**config.mk**
```make
export PLATFORM = sky130hd
export DESIGN_NAME = rpes_core
export DESIGN_NICKNAME = d
export VERILOG_FILES = /design/src/include/rpes_pkg.sv /design/src/hdl/rpes_core.sv
export SDC_FILE = /design/constraint.sdc
export NUM_CORES = 1
export LEC_CHECK = 0
export BUFFER_PORTS_ARGS = -buffer_cell sky130_fd_sc_hd__clkbuf_2
export CORE_UTILIZATION = 57
export DETAILED_ROUTE_END_ITERATION = 10
export GPL_TIMING_DRIVEN = 0
export MAX_ROUTING_LAYER = met4
export PLACE_DENSITY = 0.91
export SKIP_LAST_GASP = 1
export SYNTH_ARGS = -nofsm -noshare
export SYNTH_HDL_FRONTEND = slang
export SYNTH_SLANG_ARGS = --single-unit
```
**constraint.sdc**
```tcl
create_clock -name sys_clk -period 3.61 [get_ports sys_clk]
set_input_delay 0.361 -clock sys_clk [delete_from_list [all_inputs] [get_ports sys_clk]]
set_output_delay 0.361 -clock sys_clk [all_outputs]
set_load 0.03 [all_outputs]
```
**src/include/rpes_pkg.sv**
```systemverilog
// Constants, field layouts and carrier types of the reprogram error signalling block
package rpes_pkg;

    // ****************************************
    // Bus words and subaddresses
    // ****************************************
    localparam int          WORD_W       = 16;
    localparam int          CODE_W       = 14;
    localparam logic [4:0]  SA_ACTIVITY  = 5'h07;
    localparam logic [4:0]  SA_REPORT    = 5'h17;

    // Status report word fields
    localparam int          REP_VALID_BIT = 15;
    localparam int          REP_IND_BIT   = 14;

    // Status report codes
    localparam logic [13:0] CODE_ABORT   = 14'h0001;
    localparam logic [13:0] CODE_RESTART = 14'h0002;
    localparam logic [13:0] CODE_REPEAT  = 14'h0003;
    localparam logic [13:0] CODE_AUTO    = 14'h0004;

    // Activity data word fields
    localparam int          ACT_BUSY_BIT = 15;
    localparam logic [10:0] ACT_REQ_REPORT = {1'b1, 5'h17, 5'h01};

    // Loader error notification bits
    localparam int          NOTE_ABORT_BIT   = 2;
    localparam int          NOTE_RESTART_BIT = 1;
    localparam int          NOTE_REPEAT_BIT  = 0;

    // ****************************************
    // Register map
    // ****************************************
    localparam logic [3:0]  REG_CTRL   = 4'h0;
    localparam logic [3:0]  REG_STAT   = 4'h1;
    localparam logic [3:0]  REG_CODE   = 4'h2;
    localparam logic [3:0]  REG_NOTE   = 4'h3;
    localparam logic [3:0]  REG_KEY    = 4'h4;
    localparam logic [3:0]  REG_WCOUNT = 4'h5;

    localparam int          CTRL_ENABLE_BIT  = 0;
    localparam int          CTRL_WORDBSY_BIT = 1;
    localparam logic [1:0]  CTRL_RESET       = 2'h0;
    localparam logic [7:0]  KEY_RESET        = 8'h00;
    localparam int          STAT_LOST_BIT    = 3;

    // ****************************************
    // Types
    // ****************************************
    typedef enum logic [1:0] {ST_IDLE, ST_HALT, ST_OFFER} rpes_state_t;

    typedef struct packed {
        logic        tr;
        logic [4:0]  subaddr;
        logic [15:0] data;
    } rpes_msg_t;

    typedef struct packed {
        logic        valid;
        logic        indicator;
        logic [13:0] code;
    } rpes_report_t;

endpackage

```
**src/hdl/rpes_core.sv**
```systemverilog
// Reprogram error signalling of the unit under reprogramming (terminal side)
//
// Summary of operation
// - Unit halts reprogramming to report an error by raising busy, status or activity word.
// - Activity data word requests transmit, report subaddress, one data word.
// - Report top bit marks validity; loader ignores a report with it clear.
// - Indicator bit: zero means low field is an error code, one means no error.
// - Unit never emits error codes five and above; they are reserved.
// - Receive to subaddress 17h carries the loader error notification word.
// - Unit erases memory itself, driven by the addressed writes it receives.
// - Write cycle count beyond limit gives abort; count masked from verify data.
// - Reprogram control command validated against stored key and enable pin; only an entry command is checked, an exit command always clears the mode.
// - Verify reuses load transactions; unit transmits memory for comparison.
// - Checksum mismatch declares an error and requests the status report.
// - Report is fetched by a transmit command to subaddress 17h.
//
// The address-and-strobe port and the address map were left to the implementer.
module rpes_core
    import rpes_pkg::*;
#(
    parameter int SECTORS     = 8,
    parameter int WRITE_LIMIT = 1000
)(
    // Clock, reset, enable
    input  wire logic                        sys_clk,
    input  wire logic                        sys_rst,
    input  wire logic                        ce,
    // Register port
    input  wire logic [3:0]                  reg_addr,
    input  wire logic [15:0]                 reg_wdata,
    input  wire logic                        reg_wr,
    input  wire logic                        reg_rd,
    output logic      [15:0]                 reg_rdata,
    // Served messages from the terminal core
    input  wire logic                        msg_valid,
    input  wire rpes_msg_t                   msg,
    output logic                             status_busy,
    output logic      [15:0]                 activity_word,
    output rpes_report_t                     report_word,
    // Transaction checksum
    input  wire logic                        txn_start,
    input  wire logic                        sum_word_valid,
    input  wire logic [15:0]                 sum_word,
    input  wire logic                        chk_valid,
    input  wire logic [15:0]                 chk_word,
    // Memory writes and erase
    input  wire logic                        mem_wr_valid,
    input  wire logic [$clog2(SECTORS)-1:0]  mem_wr_sector,
    output logic                             mem_wr_commit,
    output logic                             erase_req,
    output logic      [$clog2(SECTORS)-1:0]  erase_sector,
    input  wire logic                        erase_done,
    input  wire logic                        prog_cycle,
    // Verify data
    input  wire logic                        vfy_valid,
    input  wire logic [15:0]                 vfy_word,
    input  wire logic                        vfy_is_count,
    output logic                             vfy_out_valid,
    output logic      [15:0]                 vfy_out_word,
    // Reprogram control
    input  wire logic                        ctrl_valid,
    input  wire logic [15:0]                 ctrl_word,
    input  wire logic                        enable_pin,
    output logic                             reprog_mode
);

    localparam logic [15:0] LIMIT = 16'(WRITE_LIMIT);

    // ****************************************
    // Declarations
    // ****************************************
    rpes_state_t            state;
    rpes_state_t            next_state;
    logic [1:0]             en_sync;
    logic [1:0]             ctrl_reg;
    logic [7:0]             key_reg;
    logic [2:0]             note;
    logic [15:0]            wcount;
    logic [15:0]            sum_acc;
    logic [SECTORS-1:0]     erased;
    logic                   erase_pend;
    logic                   next_erase_pend;
    logic                   seen_poll;
    logic                   lost;
    logic                   next_busy;
    logic                   poll_ev;
    logic                   read_ev;
    logic                   note_ev;
    logic                   chk_err;
    logic                   limit_err;
    logic                   sw_err;
    logic                   sw_prog;
    logic                   err_ev;
    logic [13:0]            err_code;
    logic                   ctrl_ok;
    logic                   mode_on;
    logic                   wr_code;

    // ****************************************
    // Event decode
    // ****************************************
    assign poll_ev   = msg_valid && msg.tr && msg.subaddr == SA_ACTIVITY;
    assign read_ev   = msg_valid && msg.tr && msg.subaddr == SA_REPORT;
    assign note_ev   = msg_valid && !msg.tr && msg.subaddr == SA_REPORT;
    assign wr_code   = reg_wr && reg_addr == REG_CODE;
    assign chk_err   = reprog_mode && chk_valid && chk_word != sum_acc;
    assign limit_err = prog_cycle && wcount >= LIMIT;
    // Software error codes outside one to four are refused
    assign sw_err    = wr_code && !reg_wdata[REP_IND_BIT]
                       && reg_wdata[13:0] >= CODE_ABORT && reg_wdata[13:0] <= CODE_AUTO;
    assign sw_prog   = wr_code && reg_wdata[REP_IND_BIT];
    assign err_ev    = chk_err || limit_err || sw_err;
    assign ctrl_ok   = en_sync[1] && ctrl_reg[CTRL_ENABLE_BIT]
                       && ctrl_word[15:8] == key_reg;
    assign mode_on   = ctrl_valid && ctrl_word[0] && ctrl_ok && !reprog_mode;

    // Write limit aborts, checksum fault asks an automatic repeat
    always_comb begin
        if (limit_err) begin
            err_code = CODE_ABORT;
        end else if (chk_err) begin
            err_code = CODE_AUTO;
        end else begin
            err_code = reg_wdata[13:0];
        end
    end

    // ****************************************
    // Enable pin synchroniser
    // ****************************************
    always_ff @(posedge sys_clk) begin
        if (sys_rst) begin
            en_sync <= 2'h0;
        end else if (ce) begin
            en_sync <= {en_sync[0], enable_pin};
        end
    end

    // ****************************************
    // Report sequence
    // ****************************************
    always_comb begin
        next_state = state;
        unique case (state)
            ST_IDLE: begin
                if (err_ev) begin
                    next_state = ST_HALT;
                end else if (sw_prog) begin
                    next_state = ST_OFFER;
                end
            end
            ST_HALT: begin
                // Busy must be answered to at least one poll before it clears
                if (seen_poll && !erase_pend) begin
                    next_state = ST_OFFER;
                end
            end
            ST_OFFER: begin
                if (read_ev) begin
                    next_state = ST_IDLE;
                end
            end
        endcase
    end

    always_ff @(posedge sys_clk) begin
        if (sys_rst) begin
            state <= ST_IDLE;
        end else if (ce) begin
            state <= next_state;
        end
    end

    always_ff @(posedge sys_clk) begin
        if (sys_rst) begin
            seen_poll <= 1'b0;
        end else if (ce) begin
            seen_poll <= (state == ST_HALT) && next_state == ST_HALT && (seen_poll || poll_ev);
        end
    end

    // Report is loaded only in idle and only its valid bit clears on the read, so it holds while offered
    always_ff @(posedge sys_clk) begin
        if (sys_rst) begin
            report_word <= '0;
        end else if (ce) begin
            if (state == ST_IDLE && err_ev) begin
                report_word <= '{valid: 1'b1, indicator: 1'b0, code: err_code};
            end else if (state == ST_IDLE && sw_prog) begin
                report_word <= '{valid: 1'b1, indicator: 1'b1, code: reg_wdata[13:0]};
            end else if (state == ST_OFFER && read_ev) begin
                report_word.valid <= 1'b0;
            end
        end
    end

    // Errors that arrive while a report is outstanding are dropped but flagged
    always_ff @(posedge sys_clk) begin
        if (sys_rst) begin
            lost <= 1'b0;
        end else if (ce) begin
            if (err_ev && state != ST_IDLE) begin
                lost <= 1'b1;
            end else if (reg_wr && reg_addr == REG_STAT && reg_wdata[STAT_LOST_BIT]) begin
                lost <= 1'b0;
            end
        end
    end

    // ****************************************
    // Busy and activity word
    // ****************************************
    assign next_busy = next_state == ST_HALT || next_erase_pend;

    always_ff @(posedge sys_clk) begin
        if (sys_rst) begin
            status_busy   <= 1'b0;
            activity_word <= 16'h0000;
        end else if (ce) begin
            status_busy   <= next_busy && !ctrl_reg[CTRL_WORDBSY_BIT];
            activity_word <= 16'h0000;
            activity_word[ACT_BUSY_BIT] <= next_busy && ctrl_reg[CTRL_WORDBSY_BIT];
            if (next_state == ST_OFFER) begin
                activity_word[10:0] <= ACT_REQ_REPORT;
            end
        end
    end

    // ****************************************
    // Loader error notification
    // ****************************************
    // Upper bits are ignored; a new notification wins over a software clear
    always_ff @(posedge sys_clk) begin
        if (sys_rst) begin
            note <= 3'h0;
        end else if (ce) begin
            note <= (note & ~((reg_wr && reg_addr == REG_NOTE) ? reg_wdata[2:0] : 3'h0))
                    | (note_ev ? msg.data[2:0] : 3'h0);
        end
    end

    // ****************************************
    // Reprogramming mode
    // ****************************************
    always_ff @(posedge sys_clk) begin
        if (sys_rst) begin
            reprog_mode <= 1'b0;
        end else if (ce) begin
            if (note_ev && msg.data[NOTE_ABORT_BIT]) begin
                reprog_mode <= 1'b0;
            end else if (ctrl_valid && !ctrl_word[0]) begin
                reprog_mode <= 1'b0;
            end else if (mode_on) begin
                reprog_mode <= 1'b1;
            end
        end
    end

    // ****************************************
    // Checksum
    // ****************************************
    always_ff @(posedge sys_clk) begin
        if (sys_rst) begin
            sum_acc <= 16'h0000;
        end else if (ce) begin
            if (txn_start) begin
                sum_acc <= sum_word_valid ? sum_word : 16'h0000;
            end else if (sum_word_valid) begin
                sum_acc <= sum_acc + sum_word;
            end
        end
    end

    // ****************************************
    // Erase ahead of addressed writes
    // ****************************************
    // A write to an unerased sector starts its erase and is dropped; the
    // loader repeats it once busy clears
    assign next_erase_pend = erase_done ? 1'b0 :
                             (erase_pend || (reprog_mode && mem_wr_valid
                                             && !erased[mem_wr_sector]));

    always_ff @(posedge sys_clk) begin
        if (sys_rst) begin
            erase_pend    <= 1'b0;
            erase_req     <= 1'b0;
            erase_sector  <= '0;
            mem_wr_commit <= 1'b0;
        end else if (ce) begin
            erase_pend    <= next_erase_pend;
            erase_req     <= !erase_pend && next_erase_pend;
            mem_wr_commit <= reprog_mode && mem_wr_valid && erased[mem_wr_sector];
            if (!erase_pend && next_erase_pend) begin
                erase_sector <= mem_wr_sector;
            end
        end
    end

    for (genvar i = 0; i < SECTORS; i++) begin : g_erased
        always_ff @(posedge sys_clk) begin
            if (sys_rst) begin
                erased[i] <= 1'b0;
            end else if (ce) begin
                if (mode_on) begin
                    erased[i] <= 1'b0;
                end else if (erase_done && erase_pend && erase_sector == i) begin
                    erased[i] <= 1'b1;
                end
            end
        end
    end

    // ****************************************
    // Write cycle count and verify masking
    // ****************************************
    always_ff @(posedge sys_clk) begin
        if (sys_rst) begin
            wcount <= 16'h0000;
        end else if (ce) begin
            if (prog_cycle && wcount != 16'hffff) begin
                wcount <= wcount + 16'h0001;
            end else if (reg_wr && reg_addr == REG_WCOUNT) begin
                wcount <= reg_wdata;
            end
        end
    end

    always_ff @(posedge sys_clk) begin
        if (sys_rst) begin
            vfy_out_valid <= 1'b0;
            vfy_out_word  <= 16'h0000;
        end else if (ce) begin
            vfy_out_valid <= vfy_valid;
            vfy_out_word  <= vfy_is_count ? 16'h0000 : vfy_word;
        end
    end

    // ****************************************
    // Register port
    // ****************************************
    always_ff @(posedge sys_clk) begin
        if (sys_rst) begin
            ctrl_reg <= CTRL_RESET;
            key_reg  <= KEY_RESET;
        end else if (ce && reg_wr) begin
            if (reg_addr == REG_CTRL) begin
                ctrl_reg <= reg_wdata[1:0];
            end
            if (reg_addr == REG_KEY) begin
                key_reg <= reg_wdata[7:0];
            end
        end
    end

    always_ff @(posedge sys_clk) begin
        if (sys_rst) begin
            reg_rdata <= 16'h0000;
        end else if (ce) begin
            reg_rdata <= 16'h0000;
            if (reg_rd) begin
                unique case (reg_addr)
                    REG_CTRL:   reg_rdata <= {14'h0000, ctrl_reg};
                    REG_STAT:   reg_rdata <= {10'h000, erase_pend, en_sync[1], lost,
                                              state == ST_OFFER, next_busy, reprog_mode};
                    REG_CODE:   reg_rdata <= report_word;
                    REG_NOTE:   reg_rdata <= {13'h0000, note};
                    REG_KEY:    reg_rdata <= {8'h00, key_reg};
                    REG_WCOUNT: reg_rdata <= wcount;
                    default:    reg_rdata <= 16'h0000;
                endcase
            end
        end
    end
endmodule

```
* Word level (Yosys, flattened, before mapping)
Index checks and enable logic that the tools add are counted.
** Word-level totals
- Bits in registers :: 128
- Bits of input ports :: 125
- Output and inout bits :: 72
- Logic and storage cells :: 201
** Operators by class
- $add $sub $neg :: 2
- Magnitude comparators :: 4
- Equality and inequality tests :: 21
- Muxes and demuxes :: 46
- Bitwise gates (word level) :: 3
- Reduce and logical (&&, ||, !) cells :: 95
** Operators by type and width (number)
- 16-bit two-way mux :: 8
- 16-bit one-hot mux with 6 select lines :: 1
- 1-bit logical AND :: 48
- 2-bit AND reduction :: 17
- 14-bit two-way mux :: 2
- 2-bit nonzero test :: 13
- 1-bit two-way mux :: 25
- 16-bit by 1-bit adder with 16-bit output, second input constant :: 1
- 16-bit adder :: 1
- 16-bit by 10-bit >= comparator with 1-bit output, second input constant :: 1
- 16-bit inequality test :: 1
- 16-bit inequality test, second input constant :: 1
- 15-bit two-way mux :: 1
- 14-bit by 1-bit >= comparator with 1-bit output, second input constant :: 1
- 14-bit by 3-bit <= comparator with 1-bit output, second input constant :: 1
- 3-bit equality test, second input constant :: 4
- 11-bit two-way mux :: 1
- 4-bit by 2-bit equality test with 1-bit output, second input constant :: 2
- 4-bit by 3-bit equality test with 1-bit output, second input constant :: 2
- 8-bit equality test :: 1
- 2-bit two-way mux :: 4
- 1-bit logical NOT :: 7
- 3-bit by 2-bit equality test with 1-bit output, second input constant :: 2
- 3-bit two-way mux :: 2
- other kinds (17) :: 24

* Logic depth before layout (Yosys ltp)
Gate-level depths: netlist of run 1.
- Word-level depth :: 12
- Mapped depth :: 10
- Depth with buffers taken out :: 10

* Worst setup path after synthesis of run 1
No wires, ideal clock.
- Path kind :: in2reg
- Start :: input port sum_word[0]
- End :: register sum_acc[14]
- Library setup time :: 124 ps
- Data arrival time :: 2223 ps
- Data required time :: 3486 ps
- Slack :: 1263 ps
- Cell stages on the path :: 10
- Path buffers :: 0
- Cell sequence :: ha_1 > inv_1 > fa_1 > nor2b_1 > o21ai_0 > a2111oi_0 > nor3_1 > o21ai_0 > and4_1 > nor3_1
** Between the ends
- Longest elaborated chain between the ends :: 3
** RTL lines
- start: declaration :: RTL line rpes_core.sv:43 : input wire logic [15:0] sum_word,
- 16-bit adder :: RTL line rpes_core.sv:269 : sum_acc <= sum_acc + sum_word;
- 16-bit two-way mux :: RTL line rpes_core.sv:268 : end else if (sum_word_valid) begin
- 16-bit two-way mux :: RTL line rpes_core.sv:266 : if (txn_start) begin
- end signal: assignment :: RTL line rpes_core.sv:267 : sum_acc <= sum_word_valid ? sum_word : 16'h0000;
- end signal: assignment :: RTL line rpes_core.sv:269
- end: declaration :: RTL line rpes_core.sv:79 : logic [15:0] sum_acc;
No other way between the ends. The select of a mux whose other input is x is not followed.
A chain may end at the register's enable or synchronous reset.

* Final worst setup path of run 1
- Start :: register sum_acc[0]
- End :: register sum_acc[14]
** Between the ends
- Longest elaborated chain between the ends :: 3
** RTL lines (RTL line)
- 16-bit adder :: rpes_core.sv:269
- 16-bit two-way mux :: rpes_core.sv:268
- 16-bit two-way mux :: rpes_core.sv:266
No other way between the ends. The select of a mux whose other input is x is not followed.

==> results of run 1 <==
## power breakdown
part           internal (µW)  total [µW]  switching, µW  leakage (µW)
logic                    213         563            350       0.00237
clock network           1140        1790            646      0.000295
registers               1340        1380           41.8      0.000958
total                   2690        3730           1040       0.00362
## layer usage
layer / wire length [µm] / part of all wire [%]
met1: 8410 / 39
met2: 9770 / 46
met3: 2300 / 11
met4: 864 / 4.0
met5: 0 / 0
## kinds of logic (layout without fill, tap and decap cells)
family | count (synthesis) | count (layout) | share of synthesized area, %
adders and majority gates | 21 | 21 | 4.04
AOI/OAI and AO/OA | 232 | 232 | 23.3
buffers and inverters | 82 | 275 | 6.02
xor gates and xnor gates | 33 | 33 | 4.32
DFF | 118 | 118 | 35.3
other | 1 | 9 | 0.0561
and+or+nand+nor | 308 | 308 | 22.1
muxes | 28 | 28 | 4.81
## final cells by class
class                           count  area (µm²)  area share, %
Inverter                           23        86.3           1.04
Multi-Input combinational cell    631        3960           47.5
Buffer                             59         317           3.80
Clock inverter                     11         149           1.79
Timing Repair Buffer              161         806           9.68
Sequential cell                   118        2360           28.4
Tap cell                          143         179           2.15
Clock buffer                       21         470           5.65
## Yosys cell counts, drive strengths merged (3+ instances only)
| cell type | instances |
|---|---|
| and2 | 8 |
| a22o | 12 |
| nor2 | 135 |
| a22oi | 32 |
| nand4 | 9 |
| nor3 | 17 |
| inv | 23 |
| and3 | 7 |
| a311oi | 8 |
| a211oi | 17 |
| or3 | 4 |
| ha | 20 |
| nand3 | 20 |
| nand2 | 58 |
| a21o | 5 |
| a21oi | 74 |
| a31oi | 9 |
| o21bai | 4 |
| mux2i | 22 |
| buf | 28 |
| o21ai | 37 |
| xor2 | 19 |
| o21a | 4 |
| mux4 | 3 |
| nor4b | 3 |
| nand2b | 11 |
| nor4 | 14 |
| xnor2 | 14 |
| nor2b | 10 |
| dfxtp | 118 |
| a2bb2oi | 4 |
| clkbuf | 31 |
| nand3b | 4 |
| mux2 | 3 |
## critical path, cell delays in order (launching register included)
cell and delay (ps):
dfxtp_1 380, ha_1 220, inv_1 70, fa_1 410, nor2b_1 120, o21ai_0 130
a2111oi_0 560, nor3_1 160, o21ai_0 340, and4_1 240, nor3_1 50
## stage by stage
step,worst slack [ps],utilization [%],std cells
detailed placement,781,67.5,1135
floorplan,1260,-,831
global placement,793,67.5,1135
global route,678,72.9,1167
CTS,826,72.9,1167
finish,824,72.9,1167
## worst max-delay path by stage
stage,to,depth (start not counted)
finish,sum_acc[14]$_SDFFE_PP0P_,10
global route,sum_acc[14]$_SDFFE_PP0P_,10
CTS,sum_acc[14]$_SDFFE_PP0P_,10
detailed placement,sum_acc[14]$_SDFFE_PP0P_,11
global placement,sum_acc[14]$_SDFFE_PP0P_,11
floorplan,sum_acc[14]$_SDFFE_PP0P_,10
## cells in the final DEF (no fill, tap or decap), types with 4 or more instances in the layout
master,netlist,final
buf_4,15,15
clkbuf_2,1,162
nor2_1,134,134
buf_2,6,6
xor2_1,19,19
conb_1,1,9
o21bai_1,4,4
nor4_1,13,13
ha_1,20,20
nor3_1,15,15
a22o_1,12,12
xnor2_1,14,14
mux2i_1,22,22
nand2b_1,11,11
a22oi_1,32,32
a21oi_1,74,74
a2bb2oi_1,4,4
nand3b_1,4,4
a31oi_1,8,8
a211oi_1,17,17
and3_1,6,6
clkbuf_1,30,31
nand3_1,20,20
or3_1,4,4
nor2b_1,10,10
inv_1,22,22
and2_1,6,6
nand4_1,9,9
nand2_1,57,57
a311oi_1,7,7
o21a_1,4,4
a21o_1,4,4
clkbuf_16,0,17
o21ai_0,36,36
dfxtp_1,118,118
buf_6,4,4
==> summary.md, run 1 <==
| Metric | Value |
|---|---|
| Post-synthesis sequential area ratio | 35.3% |
| Mean Syn Cell Area | 8.13 µm² |
| R2R depth | 10 |
| Fmax | 359 MHz |
| Post-Syn Area | 0.00669 mm² |
| DR DRC count | 0 |
| RR Endpoint | sum_acc[14]$_SDFFE_PP0P_ |
| Maximum VDD drop | 535 µV |
| Reg2Reg Setup Slack | 820 ps |
| HPWL Detailed | 15100 µm |
| Routability cong. | 0.968 |
| Power, Total | 3730 µW |
| Status | finished clean |
| Die X | 110 µm |
| GR peak layer | met2 |
| Worst-path clk slew | 60 ps |
| CTS HTree Levels | 4 |
| Clk_lat worst skew | 430 ps |
| Remaining antenna violation count | 0 |
| Final Net Count | 1157 |
| Fin area | 0.00832 mm² |
| Share of the synthesized area in the top cell type | 35.3% |
| DRT Pass-1 Iters | 5 |
| Least-Margin Pin Slew | 802 ps |
| Postcts setup bufs | 0 |
| Vias per cell | 6.20 |
| Ys async rst share | 0% |
| Post-synth EDFFs | 0 |
| Hold Slack | 153 ps |
| Fillers | 864 |
| Final Setup Violations | 0 |
| Most area-hungry cell type in the Yosys netlist | dfxtp_1 |
| Worst Setup Start Kind | flop |
| Setup TNS | 0 ps |
| Placed inst area | 0.00770 mm² |
| Total CTS buffers | 17 |
| GRT Util Overall | 36.9% |
| Met2 Use GR | 56.6% |
| Kind of critical path | flop to flop |
| Hold crit path type | primary input to flop |
| Yosys warns | 0 |
| CP Max Fanout | 3 |
| Rows | 39 |
| Final cycle utilization of the critical path | 77.2% |
| First-pass GRT wire length | 33300 µm |
| Synth area leaders | dfxtp_1 (35%), nor2_1 (7.5%), a21oi_1 (5.5%) |
| Largest net degree at the start of global routing | 17 |
| Starting density of the core | 58.6% |
| Reg-to-reg critical path startpoint | sum_acc[0]$_SDFFE_PP0P_ |
| DRT iter0 DRCs | 891 |
| Input/output buffers | 161 |
| Clk buf depth | 2 |
| CORE AREA | 0.0114 mm² |
| I/O pins | 197 |
| Setup crit start | sum_acc[0]$_SDFFE_PP0P_ |
| Vias post-DR | 7235 |
| Resized cells post-CTS | 0 |
| Skew final | 7.77 ps |
| Met1 GRT Util | 45.1% |
| Antenna violations before repair | 0 |
| Max-Cap Viols | 0 |
| Hold Path Cell Cnt | 2 |
| Ratio of cells with drive above 1 in the final layout | 23.4% |
| Slew margin rel. | 46.5% |
| Crit path time final | 2790 ps |
| TritonCTS clock tree | built |
| Final Max Slew Viols | 0 |
| Root buf cell | clkbuf_16 |
| DIE AREA | 0.0122 mm² |
| Register bit total from synthesis | 118 |
| Lkg Pwr | 0.00362 µW |
| Grt ovf | 0 |
| Cell count after synthesis | 823 |
| N_diodes | 0 |
| Clk sinks | 118 |
| CP required | 3920 ps |
| WL per Instance | 18.3 µm |
| Vias in the first global route | 6681 |
| Commonest register cell after synthesis | dfxtp_1 |
| Final wirelength | 21300 µm |
| P per Cell Area | 448 mW/mm² |
| Hold Path End | reprog_mode$_SDFFE_PP0P_ |
| Hold Vio Cnt, Final | 0 |
| Min-Delay Startpoint | msg[2] |
| Worst Path Arrival | 3100 ps |
| Synth unique cells | 78 |
| Layout area overhead | 24.4% |
| Cts hold-fix bufs | 0 |
| Die height | 110 µm |
| Unrepaired setup endpoints after global routing | false |
| M3 GR Usage | 9.35% |
| Crit. End Element | flop |
No activity file was read; power rests on OpenSTA's default activity.
==> inputs of run 2 (changes only) <==
Settings changed: CORE_UTILIZATION 57 to 53, PLACE_DENSITY 0.91 to 0.86.
Clock period 3.61 ns to 2.85 ns, I/O delays scaled along.
==> summary.md, run 2 (synthesis gave the netlist of run 1 again) <==
| Metric | Value |
|---|---|
| Inst Count DP | 1160 |
| Setup TNS | 0 ps |
| DR DRC count | 0 |
| GRT Util Overall | 33.8% |
| Vias per cell | 6.01 |
| Hold crit path type | primary input to flop |
| HPWL Detailed | 15500 µm |
| CTS HTree Levels | 4 |
| N_diodes | 0 |
| TritonCTS clock tree | built |
| Root buf cell | clkbuf_16 |
| Worst path cell trace | ha_1 > inv_1 > fa_1 > nor2b_1 > o21ai_0 > a2111oi_1 > nor3_1 > o21ai_0 > and4_1 > nor3_1 |
| Clk sinks | 118 |
| Met2 Use GR | 53.9% |
| Layout Cells excl Fill | 1190 |
| Clk buf depth | 2 |
| Grt ovf | 0 |
| DRT Pass-1 Iters | 7 |
| DIE AREA | 0.0131 mm² |
| Lkg Pwr | 0.00363 µW |
| Starting density of the core | 55.0% |
| Critical path buffers and inverters | 1 |
| Maximum VDD drop | 463 µV |
| Antenna violations before repair | 0 |
| Largest net degree at the start of global routing | 17 |
| Leading cell type in the layout, fill and taps excluded | clkbuf_2 |
| Vias post-DR | 7156 |
| Final wirelength | 21300 µm |
| M3 GR Usage | 8.21% |
| Kind of critical path | flop to flop |
| First-pass GRT wire length | 33400 µm |
| CP max-delay cell | a2111oi_1 |
| Status | finished clean |
| CORE AREA | 0.0122 mm² |
| Final Max Slew Viols | 0 |
| CP Max Fanout | 3 |
| Worst Path Arrival | 3010 ps |
| Input/output buffers | 161 |
| Sequential Power Share | 36.8% |
| Skew final | 10.1 ps |
| Reg-to-reg critical path startpoint | sum_acc[0]$_SDFFE_PP0P_ |
| WL per Instance | 17.9 µm |
| CP max stage delay | 530 ps |
| Setup crit start | sum_acc[0]$_SDFFE_PP0P_ |
| CP required | 3160 ps |
| Hold Slack | 86.2 ps |
| GR peak layer | met2 |
| Clk pwr share | 48.2% |
| I/O pins | 197 |
| Combinational share of power | 14.9% |
| Crit. End Element | flop |
| R2R depth | 10 |
| Worst-path clk slew | 60 ps |
| Layout area overhead | 24.9% |
| Place WS | 53.2 ps |
| Slew margin rel. | 48.3% |
| Ratio of cells with drive above 1 in the final layout | 23.3% |
| Worst Setup Start Kind | flop |
| Top delay family on crit path | compound AO/OA/AOI/OAI gates |
| DRT iter0 DRCs | 771 |
| Final Net Count | 1157 |
| Routability cong. | 0.968 |
| Crit path depth | 10 |
| Hold Path Cell Cnt | 2 |
| Int Pwr | 3480 µW |
| Switching share of total power | 26.7% |
| Least-Margin Pin Slew | 765 ps |
| Total CTS buffers | 17 |
| Die height | 114 µm |
| Max-Cap Viols | 0 |
| Die X | 114 µm |
| Vias in the first global route | 6735 |
| Min-Delay Startpoint | msg[2] |
| Final Setup Violations | 0 |
| Crit path time final | 2700 ps |
| Clk_lat worst skew | 430 ps |
| Final cycle utilization of the critical path | 94.9% |
| P per Cell Area | 569 mW/mm² |
| Commonest non-fill, non-tap cells in the layout | clkbuf_2 (162), nor2_1 (134), dfxtp_1 (118) |
| Rows | 40 |
| Unrepaired setup endpoints after global routing | false |
| P_sw | 1270 µW |
| Hold Vio Cnt, Final | 0 |
| Met1 GRT Util | 40.2% |
| Fmax | 370 MHz |
| Placed inst area | 0.00774 mm² |
| Remaining antenna violation count | 0 |
| Fin area | 0.00836 mm² |
| Final worst slack | 147 ps |
==> run 2: changes by cell type in the layout (fill, tap and decap cells not counted), sizes merged <==
| cell | before | now |
|---|---|---|
| bufinv | 3 | 4 |
| clkinv | 5 | 3 |
| clkinvlp | 3 | 2 |
==> run 2: power groups by stage <==
stage / sequential (µW) / clock, µW / combinational (µW)
after floorplan: 1800 / 0 / 437
after global placement: 1780 / 0 / 675
after detailed placement: 1780 / 0 / 687
after CTS: 1750 / 2280 / 695
after global routing: 1750 / 2360 / 769
final: 1750 / 2290 / 710
==> run 2: timing repair <==
| item | 4_1_cts | 5_1_grt |
|---|---|---|
| endpoints found under the hold margin | 0 | 0 |
| setup buffers | 0 | 0 |
| resized for setup | 0 | 1 |
| hold buffers | 0 | 0 |
| setup endpoints to repair | 0 | 1 |
==> run 2: cell type report <==
class | count | area, µm²
buffer | 59 | 317
clock buffer | 21 | 470
clock inverter | 9 | 150
fill | 971 | 3800
inverter | 23 | 86.3
multi-input combinational | 631 | 3960
sequential | 118 | 2360
tap | 168 | 210
timing repair buffer | 161 | 806
==> run 2: worst paths after layout <==
check | to | slack (ps)
setup / recovery | sum_acc[14]$_SDFFE_PP0P_ | 150
setup reg to reg | sum_acc[14]$_SDFFE_PP0P_ | 150
hold / removal | reprog_mode$_SDFFE_PP0P_ | 90
hold reg to reg | status_busy$_SDFFE_PP0P_ | 460
==> run 2: per-stage QoR <==
| step | total power, µW | util, % |
|---|---|---|
| 3_5_place_dp | 2470 | 63.6 |
| 6_report | 4750 | 68.7 |
| 2_1_floorplan | 2230 | - |
| 5_1_grt | 4880 | 68.7 |
| 4_1_cts | 4720 | 68.7 |
| 3_3_place_gp | 2460 | 63.6 |
==> run 2: worst register-to-register path: stages (launching register included) <==
cell	delay (ps)
dfxtp_1	380
ha_1	220
inv_1	70
fa_1	400
nor2b_1	120
o21ai_0	130
a2111oi_1	530
nor3_1	140
o21ai_0	330
and4_1	240
nor3_1	50
==> run 2: layer usage <==
layer | vias up | wire [µm]
li1 | 3329 | -
met1 | 3318 | 8350
met2 | 438 | 9980
met3 | 71 | 2290
met4 | 0 | 699
met5 | - | 0
==> inputs of run 3 (changes only) <==
Settings changed: MAX_ROUTING_LAYER met4 to not set.
==> summary.md, run 3 (synthesis gave the netlist of run 1 again) <==
| Metric | Value |
|---|---|
| Status | finished clean |
| Lkg Pwr | 0.00363 µW |
| DRT Pass-1 Iters | 8 |
| Final Setup Violations | 0 |
| Cts hold-fix bufs | 0 |
| CP required | 3150 ps |
| HPWL Detailed | 15600 µm |
| Die X | 114 µm |
| Antenna violations before repair | 0 |
| Power, Total | 4690 µW |
| R2R depth | 10 |
| Worst-path clk slew | 60 ps |
| DRT iter0 DRCs | 893 |
| Vias post-DR | 7216 |
| Least-Margin Pin Slew | 760 ps |
| Critical path buffers and inverters | 1 |
| Combinational share of power | 15.3% |
| Crit. End Element | flop |
| Routability cong. | 0.944 |
| Ratio of cells with drive above 1 in the final layout | 23.4% |
| Clk buf depth | 2 |
| Setup TNS | 0 ps |
| Fmax | 381 MHz |
| WL per Instance | 18.1 µm |
| Reg2Reg Setup Slack | 230 ps |
| Worst Path Arrival | 2930 ps |
| CP Max Fanout | 3 |
| Placed inst area | 0.00774 mm² |
| CTS HTree Levels | 4 |
| TritonCTS clock tree | built |
| CP max-delay cell | a2111oi_2 |
| Top delay family on crit path | compound AO/OA/AOI/OAI gates |
| RR Endpoint | sum_acc[14]$_SDFFE_PP0P_ |
| I/O pins | 197 |
| Maximum VDD drop | 452 µV |
| Leading cell type in the layout, fill and taps excluded | clkbuf_2 |
| Unrepaired setup endpoints after global routing | false |
| Hold Path End | reprog_mode$_SDFFE_PP0P_ |
| P_sw | 1270 µW |
| Commonest non-fill, non-tap cells in the layout | clkbuf_2 (162), nor2_1 (134), dfxtp_1 (118) |
| Remaining antenna violation count | 0 |
| Input/output buffers | 161 |
| DIE AREA | 0.0131 mm² |
| Hold Slack | 94.4 ps |
| Final cycle utilization of the critical path | 92.0% |
| Root buf cell | clkbuf_16 |
| Rows | 40 |
| Final wirelength | 21600 µm |
| First-pass GRT wire length | 33800 µm |
| Clk pwr share | 47.4% |
| N_diodes | 0 |
| Crit path time final | 2620 ps |
| Layout area overhead | 24.8% |
| Max-Cap Viols | 0 |
| Total CTS buffers | 17 |
| Worst Setup Start Kind | flop |
| Starting density of the core | 55.0% |
| Grt ovf | 0 |
| Hold Path Cell Cnt | 2 |
| Min-Delay Startpoint | msg[2] |
| Hold Vio Cnt, Final | 0 |
| Reg-to-reg critical path startpoint | sum_acc[0]$_SDFFE_PP0P_ |
| Fin area | 0.00835 mm² |
| Clk_lat worst skew | 420 ps |
| Kind of critical path | flop to flop |
| Die height | 114 µm |
| Largest net degree at the start of global routing | 17 |
| Final Net Count | 1157 |
| Vias in the first global route | 6749 |
| DR DRC count | 0 |
| Switching share of total power | 27.0% |
| Clk sinks | 118 |
| CP max stage delay | 470 ps |
| P per Cell Area | 562 mW/mm² |
| Slew margin rel. | 49.3% |
| Int Pwr | 3430 µW |
| Hold crit path type | primary input to flop |
| Final Max Slew Viols | 0 |
| Skew final | 7.22 ps |
| Worst path cell trace | ha_1 > inv_1 > fa_1 > nor2b_1 > o21ai_0 > a2111oi_2 > nor3_1 > o21ai_0 > and4_1 > nor3_1 |
| Vias per cell | 6.06 |
| CORE AREA | 0.0122 mm² |
| GRT Util Overall | 33.6% |
| Sequential Power Share | 37.3% |
==> run 3: layout make-up <==
class | instances | area, µm²
tap | 168 | 210
multi-input combinational | 631 | 3960
inverter | 23 | 86.3
clock buffer | 23 | 488
timing repair buffer | 161 | 806
clock inverter | 8 | 121
sequential | 118 | 2360
buffer | 59 | 317
fill | 969 | 3810
==> run 3: routing by layer <==
| layer | track usage (%) | vias up | wire (µm) |
|---|---|---|---|
| met5 | 0 | - | 0 |
| met4 | 14.5 | 0 | 838 |
| met3 | 10.6 | 80 | 2140 |
| met2 | 54.1 | 442 | 10000 |
| met1 | 41.4 | 3350 | 8540 |
| li1 | - | 3344 | - |
==> run 3: worst max path at each step <==
stage | cells after the start | slack, ps | endpoint | start
2_1_floorplan | 10 | 500 | sum_acc[14]$_SDFFE_PP0P_ | sum_acc[0]$_SDFFE_PP0P_
3_3_place_gp | 10 | 160 | sum_acc[14]$_SDFFE_PP0P_ | sum_acc[0]$_SDFFE_PP0P_
3_5_place_dp | 10 | 90 | sum_acc[14]$_SDFFE_PP0P_ | sum_acc[0]$_SDFFE_PP0P_
4_1_cts | 10 | 70 | sum_acc[14]$_SDFFE_PP0P_ | sum_acc[0]$_SDFFE_PP0P_
5_1_grt | 10 | 60 | sum_acc[14]$_SDFFE_PP0P_ | sum_acc[0]$_SDFFE_PP0P_
6_report | 10 | 230 | sum_acc[14]$_SDFFE_PP0P_ | sum_acc[0]$_SDFFE_PP0P_
==> run 3: worst reg2reg max path, stage by stage, from the launching register on <==
cell,delay (ps)
dfxtp_1,400
ha_1,230
inv_1,70
fa_1,390
nor2b_1,120
o21ai_0,150
a2111oi_2,470
nor3_1,130
o21ai_0,260
and4_1,230
nor3_1,50
==> run 3: through the flow <==
step,worst slack [ps],utilization (%),cells
2_1_floorplan,504,-,831
3_3_place_gp,157,63.6,1160
3_5_place_dp,94.9,63.6,1160
4_1_cts,74.2,68.6,1191
5_1_grt,57.9,68.7,1191
6_report,227,68.7,1191
==> run 3: power by group through the flow <==
stage | Combinational, µW | Sequential (µW) | Clock, µW
4_1_cts | 699 | 1750 | 2220
2_1_floorplan | 437 | 1800 | 0
5_1_grt | 776 | 1750 | 2310
3_3_place_gp | 675 | 1780 | 0
3_5_place_dp | 688 | 1780 | 0
6_report | 716 | 1750 | 2230
==> run 3: what timing repair did <==
item / CTS / global route
buffers inserted: 0 / 0
setup endpoints to repair: 0 / 2
resized for setup: 0 / 2
